### src/verilog/srp_pkg.sv
// constants for the sensor register pointer map
package srp_pkg;

  // byte offsets of the sensor map; they are register indices, apb byte address is four times
  localparam logic [7:0] IDX_SAMPLE_STATUS = 8'h00;
  localparam logic [7:0] IDX_ACCEL_X_HIGH = 8'h01;
  localparam logic [7:0] IDX_ACCEL_X_LOW = 8'h02;
  localparam logic [7:0] IDX_ACCEL_Y_HIGH = 8'h03;
  localparam logic [7:0] IDX_ACCEL_Y_LOW = 8'h04;
  localparam logic [7:0] IDX_ACCEL_Z_HIGH = 8'h05;
  localparam logic [7:0] IDX_ACCEL_Z_LOW = 8'h06;
  localparam logic [7:0] IDX_RESERVED_GAP = 8'h07;
  localparam logic [7:0] IDX_RESERVED_END = 8'h08;
  localparam logic [7:0] IDX_FIFO_SETUP = 8'h09;
  localparam logic [7:0] IDX_FIFO_TRIGGER_CONFIG = 8'h0A;
  localparam logic [7:0] IDX_SYSTEM_MODE_STATE = 8'h0B;
  localparam logic [7:0] IDX_INTERRUPT_CAUSE = 8'h0C;
  localparam logic [7:0] IDX_DEVICE_IDENTITY = 8'h0D;
  localparam logic [7:0] IDX_RANGE_FILTER_CONFIG = 8'h0E;
  localparam logic [7:0] IDX_FILTER_CUTOFF_SELECT = 8'h0F;
  localparam logic [7:0] IDX_MAP_LAST = 8'h0F;

  // host-side access registers
  localparam logic [9:0] IDX_POINTER = 10'h020;
  localparam logic [9:0] IDX_DATA_WINDOW = 10'h021;
  localparam logic [9:0] IDX_POINTER_CTRL = 10'h022;
  localparam int CTRL_FAST_READ_BIT = 0;
  localparam int CTRL_HYBRID_WRAP_BIT = 1;

  // pointer targets of the wrap
  localparam logic [7:0] ADDR_WRAP_ZERO = 8'h00;
  localparam logic [7:0] ADDR_MAG_DATA = 8'h33;

  // field of the fifo setup byte holding the fifo mode
  localparam int FIFO_MODE_MSB = 7;
  localparam int FIFO_MODE_LSB = 6;

  // sample layout
  localparam int SAMPLE_W = 14;
  localparam int LOW_PAD_W = 2;

  // values after reset
  localparam logic [7:0] RST_FIFO_SETUP = 8'h00;
  localparam logic [7:0] RST_FIFO_TRIGGER_CONFIG = 8'h00;
  localparam logic [7:0] RST_RANGE_FILTER_CONFIG = 8'h00;
  localparam logic [7:0] RST_FILTER_CUTOFF_SELECT = 8'h00;
  localparam logic [7:0] RST_RESERVED = 8'h00;
  localparam logic [7:0] RST_POINTER = 8'h00;
  localparam logic [1:0] RST_POINTER_CTRL = 2'h0;
  localparam logic [13:0] RST_SAMPLE = 14'h0000;

  // identity byte; the value is arbitrary
  localparam logic [7:0] DEVICE_IDENTITY_VALUE = 8'h5A;

endpackage : srp_pkg

### src/verilog/srp_reg_map.sv
// apb register bank of the sensor map with burst pointer
//
// What this block does
// - fast-read with hybrid wrap moves the pointer to 0x33 after the last Z byte.
// - fast-read without hybrid wrap moves the pointer to 0x00 after the Z byte.
// - each axis high byte holds the eight top bits of its 14-bit sample.
// - each axis low byte holds the six bottom bits of the sample.
// - trigger configuration is read/write at 0x0A; bursts then step to 0x0B.
//
// Added by the designer: the APB register port.
module srp_reg_map (
  input wire logic clk,
  input wire logic rstn,
  input wire logic psel,
  input wire logic penable,
  input wire logic pwrite,
  input wire logic [11:0] paddr,
  input wire logic [31:0] pwdata,
  input wire logic [3:0] pstrb,
  output logic [31:0] prdata,
  output logic pready,
  output logic pslverr,
  input wire logic sample_valid,
  input wire logic [13:0] accel_x,
  input wire logic [13:0] accel_y,
  input wire logic [13:0] accel_z,
  input wire logic [7:0] data_ready_status,
  input wire logic [7:0] fifo_status,
  input wire logic [7:0] system_mode_in,
  input wire logic [7:0] interrupt_cause_in,
  output logic [1:0] fifo_mode,
  output logic [7:0] fifo_setup,
  output logic [7:0] fifo_trigger_config,
  output logic [7:0] range_filter_config,
  output logic [7:0] filter_cutoff_select,
  output logic fast_read,
  output logic hybrid_pointer_wrap
);

  logic [13:0] x_q;
  logic [13:0] x_d;
  logic [13:0] y_q;
  logic [13:0] y_d;
  logic [13:0] z_q;
  logic [13:0] z_d;
  logic [7:0] fsetup_q;
  logic [7:0] fsetup_d;
  logic [7:0] trig_q;
  logic [7:0] trig_d;
  logic [7:0] range_q;
  logic [7:0] range_d;
  logic [7:0] cutoff_q;
  logic [7:0] cutoff_d;
  logic [7:0] ptr_q;
  logic [7:0] ptr_d;
  logic [1:0] ctrl_q;
  logic [1:0] ctrl_d;
  logic [31:0] rdata_q;
  logic [31:0] rdata_d;
  logic [9:0] idx;
  logic setup_ph;
  logic access_ph;
  logic in_map;
  logic is_ptr;
  logic is_win;
  logic is_ctrl;
  logic mapped;
  logic wr_ok;
  logic [7:0] wr_addr;
  logic [7:0] next_ptr;
  logic [31:0] word_rd;

  // byte of the sensor map at a given offset; outside the map reads zero
  function automatic logic [7:0] byte_at(input logic [7:0] a, input logic [7:0] st, input logic [13:0] sx,
                                         input logic [13:0] sy, input logic [13:0] sz, input logic [7:0] fs,
                                         input logic [7:0] tg, input logic [7:0] sm, input logic [7:0] ic,
                                         input logic [7:0] rg, input logic [7:0] co);
    logic [7:0] b;
    b = 8'h00;
    unique case (a)
      srp_pkg::IDX_SAMPLE_STATUS: b = st;
      srp_pkg::IDX_ACCEL_X_HIGH: b = sx[13:6];
      srp_pkg::IDX_ACCEL_X_LOW: b = {sx[5:0], 2'h0};
      srp_pkg::IDX_ACCEL_Y_HIGH: b = sy[13:6];
      srp_pkg::IDX_ACCEL_Y_LOW: b = {sy[5:0], 2'h0};
      srp_pkg::IDX_ACCEL_Z_HIGH: b = sz[13:6];
      srp_pkg::IDX_ACCEL_Z_LOW: b = {sz[5:0], 2'h0};
      srp_pkg::IDX_RESERVED_GAP, srp_pkg::IDX_RESERVED_END: b = srp_pkg::RST_RESERVED;
      srp_pkg::IDX_FIFO_SETUP: b = fs;
      srp_pkg::IDX_FIFO_TRIGGER_CONFIG: b = tg;
      srp_pkg::IDX_SYSTEM_MODE_STATE: b = sm;
      srp_pkg::IDX_INTERRUPT_CAUSE: b = ic;
      srp_pkg::IDX_DEVICE_IDENTITY: b = srp_pkg::DEVICE_IDENTITY_VALUE;
      srp_pkg::IDX_RANGE_FILTER_CONFIG: b = rg;
      srp_pkg::IDX_FILTER_CUTOFF_SELECT: b = co;
      default: b = 8'h00;
    endcase
    return b;
  endfunction : byte_at

  // apb phase and address decode
  assign idx = paddr[11:2];
  assign setup_ph = psel & ~penable;
  assign access_ph = psel & penable;
  assign in_map = (idx[9:4] == 6'h00);
  assign is_ptr = (idx == srp_pkg::IDX_POINTER);
  assign is_win = (idx == srp_pkg::IDX_DATA_WINDOW);
  assign is_ctrl = (idx == srp_pkg::IDX_POINTER_CTRL);
  assign mapped = in_map | is_ptr | is_win | is_ctrl;

  // zero wait states: read data was captured during the setup cycle
  assign pready = access_ph;
  assign pslverr = access_ph & ~mapped;
  assign prdata = rdata_q;

  // sample status shows fifo state once a fifo mode is set
  logic [7:0] status_byte;
  assign fifo_mode = fsetup_q[srp_pkg::FIFO_MODE_MSB:srp_pkg::FIFO_MODE_LSB];
  assign status_byte = (fifo_mode != 2'h0) ? fifo_status : data_ready_status;

  // burst pointer step
  srp_next_addr u_next (
    .addr(ptr_q),
    .fifo_active(fifo_mode != 2'h0),
    .fast_read(ctrl_q[srp_pkg::CTRL_FAST_READ_BIT]),
    .hybrid_pointer_wrap(ctrl_q[srp_pkg::CTRL_HYBRID_WRAP_BIT]),
    .next_addr(next_ptr)
  );

  // word presented for a read; the window reads the byte under the pointer
  always_comb
  begin
    word_rd = 32'h0000_0000;
    if (is_win)
      word_rd = {24'h00_0000, byte_at(ptr_q, status_byte, x_q, y_q, z_q, fsetup_q, trig_q, system_mode_in,
                                      interrupt_cause_in, range_q, cutoff_q)};
    else if (is_ptr)
      word_rd = {24'h00_0000, ptr_q};
    else if (is_ctrl)
      word_rd = {30'h0000_0000, ctrl_q};
    else if (in_map)
      word_rd = {24'h00_0000, byte_at(idx[7:0], status_byte, x_q, y_q, z_q, fsetup_q, trig_q, system_mode_in,
                                      interrupt_cause_in, range_q, cutoff_q)};
  end

  // only lane 0 carries data; other lanes are ignored
  assign wr_ok = access_ph & pwrite & pstrb[0] & mapped;
  assign wr_addr = is_win ? ptr_q : idx[7:0];

  // next state of the register file and pointer
  always_comb
  begin
    x_d = x_q;
    y_d = y_q;
    z_d = z_q;
    fsetup_d = fsetup_q;
    trig_d = trig_q;
    range_d = range_q;
    cutoff_d = cutoff_q;
    ptr_d = ptr_q;
    ctrl_d = ctrl_q;
    rdata_d = rdata_q;
    // a whole sample set is taken at once so high and low bytes stay paired
    if (sample_valid)
    begin
      x_d = accel_x;
      y_d = accel_y;
      z_d = accel_z;
    end
    if (setup_ph && !pwrite)
      rdata_d = word_rd;
    if (wr_ok && (in_map || is_win))
    begin
      unique case (wr_addr)
        srp_pkg::IDX_FIFO_SETUP: fsetup_d = pwdata[7:0];
        srp_pkg::IDX_FIFO_TRIGGER_CONFIG: trig_d = pwdata[7:0];
        srp_pkg::IDX_RANGE_FILTER_CONFIG: range_d = pwdata[7:0];
        srp_pkg::IDX_FILTER_CUTOFF_SELECT: cutoff_d = pwdata[7:0];
        default: trig_d = trig_q;
      endcase
    end
    if (wr_ok && is_ctrl)
      ctrl_d = pwdata[1:0];
    // each window byte steps the pointer; a pointer write restarts the burst
    if (access_ph && is_win && (pstrb[0] || !pwrite))
      ptr_d = next_ptr;
    if (wr_ok && is_ptr)
      ptr_d = pwdata[7:0];
  end

  // registers
  always_ff @(posedge clk or negedge rstn)
  begin
    if (!rstn)
    begin
      x_q <= srp_pkg::RST_SAMPLE;
      y_q <= srp_pkg::RST_SAMPLE;
      z_q <= srp_pkg::RST_SAMPLE;
      fsetup_q <= srp_pkg::RST_FIFO_SETUP;
      trig_q <= srp_pkg::RST_FIFO_TRIGGER_CONFIG;
      range_q <= srp_pkg::RST_RANGE_FILTER_CONFIG;
      cutoff_q <= srp_pkg::RST_FILTER_CUTOFF_SELECT;
      ptr_q <= srp_pkg::RST_POINTER;
      ctrl_q <= srp_pkg::RST_POINTER_CTRL;
      rdata_q <= 32'h0000_0000;
    end
    else
    begin
      x_q <= x_d;
      y_q <= y_d;
      z_q <= z_d;
      fsetup_q <= fsetup_d;
      trig_q <= trig_d;
      range_q <= range_d;
      cutoff_q <= cutoff_d;
      ptr_q <= ptr_d;
      ctrl_q <= ctrl_d;
      rdata_q <= rdata_d;
    end
  end

  // configuration outputs straight from flops
  assign fifo_setup = fsetup_q;
  assign fifo_trigger_config = trig_q;
  assign range_filter_config = range_q;
  assign filter_cutoff_select = cutoff_q;
  assign fast_read = ctrl_q[srp_pkg::CTRL_FAST_READ_BIT];
  assign hybrid_pointer_wrap = ctrl_q[srp_pkg::CTRL_HYBRID_WRAP_BIT];

  // window read completing at a given pointer
  logic win_rd;
  assign win_rd = access_ph & is_win & ~pwrite;

  // checks on pointer movement and data layout
  hyb_wrap_a: assert property (
    @(posedge clk) disable iff (!rstn)
    win_rd && fast_read && hybrid_pointer_wrap &&
    (ptr_q == srp_pkg::IDX_ACCEL_Z_HIGH || ptr_q == srp_pkg::IDX_ACCEL_Z_LOW)
    |=> ptr_q == srp_pkg::ADDR_MAG_DATA)
  else $error("pointer did not move to magnetometer data");

  zero_wrap_a: assert property (
    @(posedge clk) disable iff (!rstn)
    win_rd && fast_read && !hybrid_pointer_wrap && ptr_q == srp_pkg::IDX_ACCEL_Z_HIGH
    |=> ptr_q == srp_pkg::ADDR_WRAP_ZERO)
  else $error("pointer did not wrap to zero");

  high_byte_a: assert property (
    @(posedge clk) disable iff (!rstn)
    setup_ph && !pwrite && idx == {2'h0, srp_pkg::IDX_ACCEL_Y_HIGH}
    |=> prdata == {24'h00_0000, $past(y_q[13:6])} && pready)
  else $error("y high byte does not hold top sample bits");

  low_byte_a: assert property (
    @(posedge clk) disable iff (!rstn)
    setup_ph && !pwrite && idx == {2'h0, srp_pkg::IDX_ACCEL_X_LOW}
    |=> prdata[7:2] == $past(x_q[5:0]) && prdata[1:0] == 2'h0)
  else $error("x low byte does not hold bottom sample bits");

  trig_step_a: assert property (
    @(posedge clk) disable iff (!rstn)
    access_ph && is_win && ptr_q == srp_pkg::IDX_FIFO_TRIGGER_CONFIG && (pstrb[0] || !pwrite)
    |=> ptr_q == srp_pkg::IDX_SYSTEM_MODE_STATE)
  else $error("pointer did not step past trigger configuration");

  trig_write_a: assert property (
    @(posedge clk) disable iff (!rstn)
    wr_ok && idx == {2'h0, srp_pkg::IDX_FIFO_TRIGGER_CONFIG}
    |=> fifo_trigger_config == $past(pwdata[7:0]))
  else $error("trigger configuration write lost");

  ptr_load_a: assert property (
    @(posedge clk) disable iff (!rstn)
    wr_ok && is_ptr |=> ptr_q == $past(pwdata[7:0]))
  else $error("start pointer not loaded");

  ptr_hold_a: assert property (
    @(posedge clk) disable iff (!rstn)
    !(access_ph && (is_win || is_ptr)) |=> $stable(ptr_q))
  else $error("pointer moved without a byte transfer");

  unmapped_err_a: assert property (
    @(posedge clk) disable iff (!rstn)
    access_ph && idx[9:6] != 4'h0 |-> pslverr && pready)
  else $error("unmapped access not flagged");

  // burst steps in each mode; a wrong step silently returns the wrong axis byte
  plain_step_a: assert property (
    @(posedge clk) disable iff (!rstn)
    win_rd && !fast_read && fifo_mode == 2'h0 && ptr_q == srp_pkg::IDX_ACCEL_X_HIGH
    |=> ptr_q == srp_pkg::IDX_ACCEL_X_LOW)
  else $error("plain burst did not step to x low byte");

  fast_skip_a: assert property (
    @(posedge clk) disable iff (!rstn)
    win_rd && fast_read && fifo_mode == 2'h0 && ptr_q == srp_pkg::IDX_ACCEL_X_HIGH
    |=> ptr_q == srp_pkg::IDX_ACCEL_Y_HIGH)
  else $error("fast read did not skip the x low byte");

  fifo_park_a: assert property (
    @(posedge clk) disable iff (!rstn)
    win_rd && fifo_mode != 2'h0 && ptr_q == srp_pkg::IDX_ACCEL_X_HIGH
    |=> ptr_q == srp_pkg::IDX_ACCEL_X_HIGH)
  else $error("fifo mode did not park on x high byte");

  win_write_a: assert property (
    @(posedge clk) disable iff (!rstn)
    access_ph && is_win && pwrite && pstrb[0] && ptr_q == srp_pkg::IDX_FILTER_CUTOFF_SELECT
    |=> filter_cutoff_select == $past(pwdata[7:0]))
  else $error("window write did not reach the cutoff byte");

  // read data must stand from one read setup to the next
  rdata_hold_a: assert property (
    @(posedge clk) disable iff (!rstn)
    !(setup_ph && !pwrite)
    |=> $stable(prdata))
  else $error("read data changed outside a read setup");

endmodule : srp_reg_map

### src/verilog/srp_next_addr.sv
// next-address mapping of the burst pointer
module srp_next_addr (
  input wire logic [7:0] addr,
  input wire logic fifo_active,
  input wire logic fast_read,
  input wire logic hybrid_pointer_wrap,
  output logic [7:0] next_addr
);

  logic [7:0] z_wrap;

  // end of the fast-read acceleration block
  assign z_wrap = hybrid_pointer_wrap ? srp_pkg::ADDR_MAG_DATA : srp_pkg::ADDR_WRAP_ZERO;

  // low bytes are skipped in fast-read; fifo mode parks on the x high byte
  always_comb
  begin
    next_addr = addr + 8'h01;
    unique case (addr)
      srp_pkg::IDX_ACCEL_X_HIGH:
      begin
        if (fifo_active)
          next_addr = srp_pkg::IDX_ACCEL_X_HIGH;
        else if (fast_read)
          next_addr = srp_pkg::IDX_ACCEL_Y_HIGH;
      end
      srp_pkg::IDX_ACCEL_X_LOW, srp_pkg::IDX_ACCEL_Y_LOW:
      begin
        if (fast_read)
          next_addr = srp_pkg::ADDR_WRAP_ZERO;
      end
      srp_pkg::IDX_ACCEL_Y_HIGH:
      begin
        if (fast_read && fifo_active)
          next_addr = srp_pkg::ADDR_WRAP_ZERO;
        else if (fast_read)
          next_addr = srp_pkg::IDX_ACCEL_Z_HIGH;
      end
      srp_pkg::IDX_ACCEL_Z_HIGH:
      begin
        if (fast_read)
          next_addr = z_wrap;
      end
      srp_pkg::IDX_ACCEL_Z_LOW:
      begin
        next_addr = z_wrap;
      end
      default:
      begin
        next_addr = addr + 8'h01;
      end
    endcase
  end

endmodule : srp_next_addr

### config.mk
export PLATFORM = sky130hd
export DESIGN_NAME = srp_reg_map
export DESIGN_NICKNAME = d
export VERILOG_FILES = /design/src/verilog/srp_pkg.sv /design/src/verilog/srp_reg_map.sv /design/src/verilog/srp_next_addr.sv
export SDC_FILE = /design/constraint.sdc
export NUM_CORES = 1
export LEC_CHECK = 0
export BUFFER_PORTS_ARGS = -buffer_cell sky130_fd_sc_hd__buf_2
export CORE_AREA = 3 3 131 133
export CTS_CLUSTER_SIZE = 25
export DETAILED_ROUTE_END_ITERATION = 8
export DIE_AREA = 0 0 134 136
export PLACE_DENSITY = 0.7
export SKIP_LAST_GASP = 1
export SYNTH_ARGS = -nofsm -noshare
export SYNTH_HDL_FRONTEND = slang
export SYNTH_SLANG_ARGS = --single-unit
### constraint.sdc
create_clock -name clk -period 5.7 [get_ports clk]
set_input_delay 0.285 -clock clk [delete_from_list [all_inputs] [get_ports clk]]
set_output_delay 0.285 -clock clk [all_outputs]
set_load 0.01 [all_outputs]
==> metrics <==
status finished clean; Cell Pwr Density 206 mW/mm²; clock sinks 92; final core occ 46.9%; via count 6,261; Design Area, Final 0.00747 mm²; Setup Fix Bufs, Post-CTS 0; Slew headroom 13.3%; Clk pin slew, worst setup/hold paths 0.06 ns; Synthesis Warnings 0; I/O Pins 198; top_reg_cell synth dfrtp_1; slew at the pin with the worst max-slew slack 1.29 ns; synth unique cells 79; critical setup path kind in2reg; WP data arrival 3.55 ns; Post-Syn Instances 672; H-Tree Depth 3; CP endpoint kind flop; Skew-Pair Late Insertion Delay 0.36 ns; reg2reg start ptr_q[5]; power share of the clock group 38.2%; DR WL/cell 23.8 µm; Worst path slowest cell nor2b_1; setup_tns 0 ns; GP Congestion 1.00; placed instance area 0.00717 mm²; Worst VDD drop 0.000138 V; RSZ-0062 raised after global routing false; layout cell share with drive strength beyond 1 34.7%; Post-DP HPWL 17,400 µm; Synth Area per Inst 9.60 µm²; Int Pwr 1.12 mW; critical path launch point type input port; hold path start accel_y[2]; placeable core region 0.0159 mm²; Area Growth Syn to Fin 15.9%; clock root cell clkbuf_16; # resized after CTS 0; die area 0.0182 mm²; final slew viol count 0; worst-path fanout max 28; Reg power frac 47.3%; die width 134 µm; share of flip-flops with an asynchronous set or reset 100%; Std-Cell Rows 46; Routed WL 23,800 µm; Sw Ratio 27.3%; Pre-antenna DRT Iters 7; switching pwr 420 µW; vias in the first global route 6,146; clock skew after layout 0.00572 ns; highest clock rate 302 MHz; # DRC 0; Post-DRT Antenna Nets 0; Fin. Hold Viols 0; Max clock buf depth 2; initial core utilization 40.5%; crit path time final 3.31 ns; grt total ovfl 0; CTS tree done; crit-path max cell delay 0.86 ns; CP startpoint paddr[2]; die height 136 µm; cts bufs inserted 9; WP data required 5.94 ns; Static Leakage 3.30 nW; initial antenna violation count 0; DR vias/cell 6.24; Overall Power 1.54 mW; number of synthesized flops with an enable pin 0; post-synthesis sequential area ratio 35.7%; first-pass GRT wire length 36,200 µm; HP Class in2reg; GRT Total Usage 26.1%; flop and latch count out of synthesis 92; Total Nets Final 914; Final setup viols 0; Synth Cell Area 0.00645 mm²; Max-cap violations 0; CP Cell Sequence buf_2 -> nor2b_4 -> and4_1 -> a21oi_2 -> nor3_1 -> nor2b_1 -> mux2_2; crit share post-route 58.1%; diode count 0; largest net degree at the start of global routing 49; initial detailed-routing violation count 1,099; Port Buffer Count 144; Comb pwr share 14.5%
-- synth_stat cells, drive strengths merged, types with 12 or more instances --
library cell	n	area share (%)
dfrtp	92	36
buf	44	4.6
nor3	15	1.3
nor2	36	2.1
o21ai	33	2.6
mux2i	19	2.9
a21oi	31	2.5
nand3	28	2.3
o22ai	12	1.2
mux2	88	16
a22oi	33	3.8
nand2	45	2.6
clkbuf	34	2.0
-- worst max-delay path, delay by kind of cell --
kind / cells / cell delay (ns)
and+or+nand+nor: 4 / 2.15
buffers and inverters: 1 / 0.54
muxes: 1 / 0.41
AOI/OAI and AO/OA: 1 / 0.14
-- layout make-up --
cell class / count / area (µm²)
Inverter: 8 / 30.0
Clock buffer: 14 / 274
Clock inverter: 2 / 17.5
Multi-Input combinational cell: 517 / 3780
Tap cell: 216 / 270
Sequential cell: 92 / 2300
Timing Repair Buffer: 154 / 801
Fill cell: 1594 / 8470
-- power groups by stage --
stage               registers, mW  clock network [mW]  logic [mW]
floorplan                   0.725                   0       0.134
global placement            0.737                   0       0.215
detailed placement          0.738                   0       0.218
CTS                         0.726               0.596       0.219
global route                0.730               0.623       0.244
finish                      0.728               0.588       0.223
-- state kept, by name, indices dropped and copies added, names as in the netlist, 8 cells and up --
signal,count
fifo_setup,8
prdata,8
fifo_trigger_config,8
z_q,14
x_q,14
range_filter_config,8
ptr_q,8
y_q,14
filter_cutoff_select,8
-- path summary, 6_finish.rpt --
check | endpoint | slack, ns | cells past startpoint
max | range_filter_config[4] | 2.39 | 7
min | y_q[2] | 0.16 | 2
max reg2reg | range_filter_config[4] | 2.68 | 7
min reg2reg | x_q[1] | 0.54 | 1
max in group asynchronous | prdata[2] | 4.23 | 3
min in group asynchronous | x_q[7] | 0.46 | 2
-- what timing repair did --
action | CTS | global route
endpoints found under the setup margin | 0 | 0
hold endpoints to repair | 44 | 0
hold buffers | 1 | 0
-- metrics by stage --
step	setup slack [ns]	std cells	hold WS, ns
finish	2.39	1003	0.157
global route	2.17	1003	0.154
CTS	2.44	1003	0.151
detailed placement	2.08	986	0.312
global placement	2.15	986	0.313
floorplan	3.45	695	-0.0106
-- routing by layer --
metal  global-route usage, %  up-vias  share of wire (%)
li1                        -     2738                  -
met1                    35.1     3001                 41
met2                    40.3      469                 45
met3                    6.88       53                 11
met4                    9.83        0                3.1
met5                       0        -                  0
-- cell usage in the layout (no fill, tap or decap), drive strengths merged, types with 9 or more instances in the layout --
| cell | instances |
|---|---|
| nor2 | 36 |
| nor3 | 15 |
| dfrtp | 92 |
| buf | 153 |
| mux2i | 19 |
| nor2b | 9 |
| clkbuf | 14 |
| nand3 | 28 |
| a31oi | 10 |
| mux2 | 88 |
| a21oi | 31 |
| and2 | 10 |
| a22oi | 33 |
| o21ai | 33 |
| nand2 | 45 |
| conb | 24 |
| o22ai | 12 |
-- logic make-up after synthesis --
logic type,after synthesis,synth area share [%]
other cells,1,0.0581
buf+inv,86,7.04
fa+ha+maj,4,0.776
flops,92,35.7
simple gates,181,14.8
mux,108,19.1
xor+xnor,3,0.407
compound gates,197,22.1
Note: power is estimated with default switching activity, not from simulation.
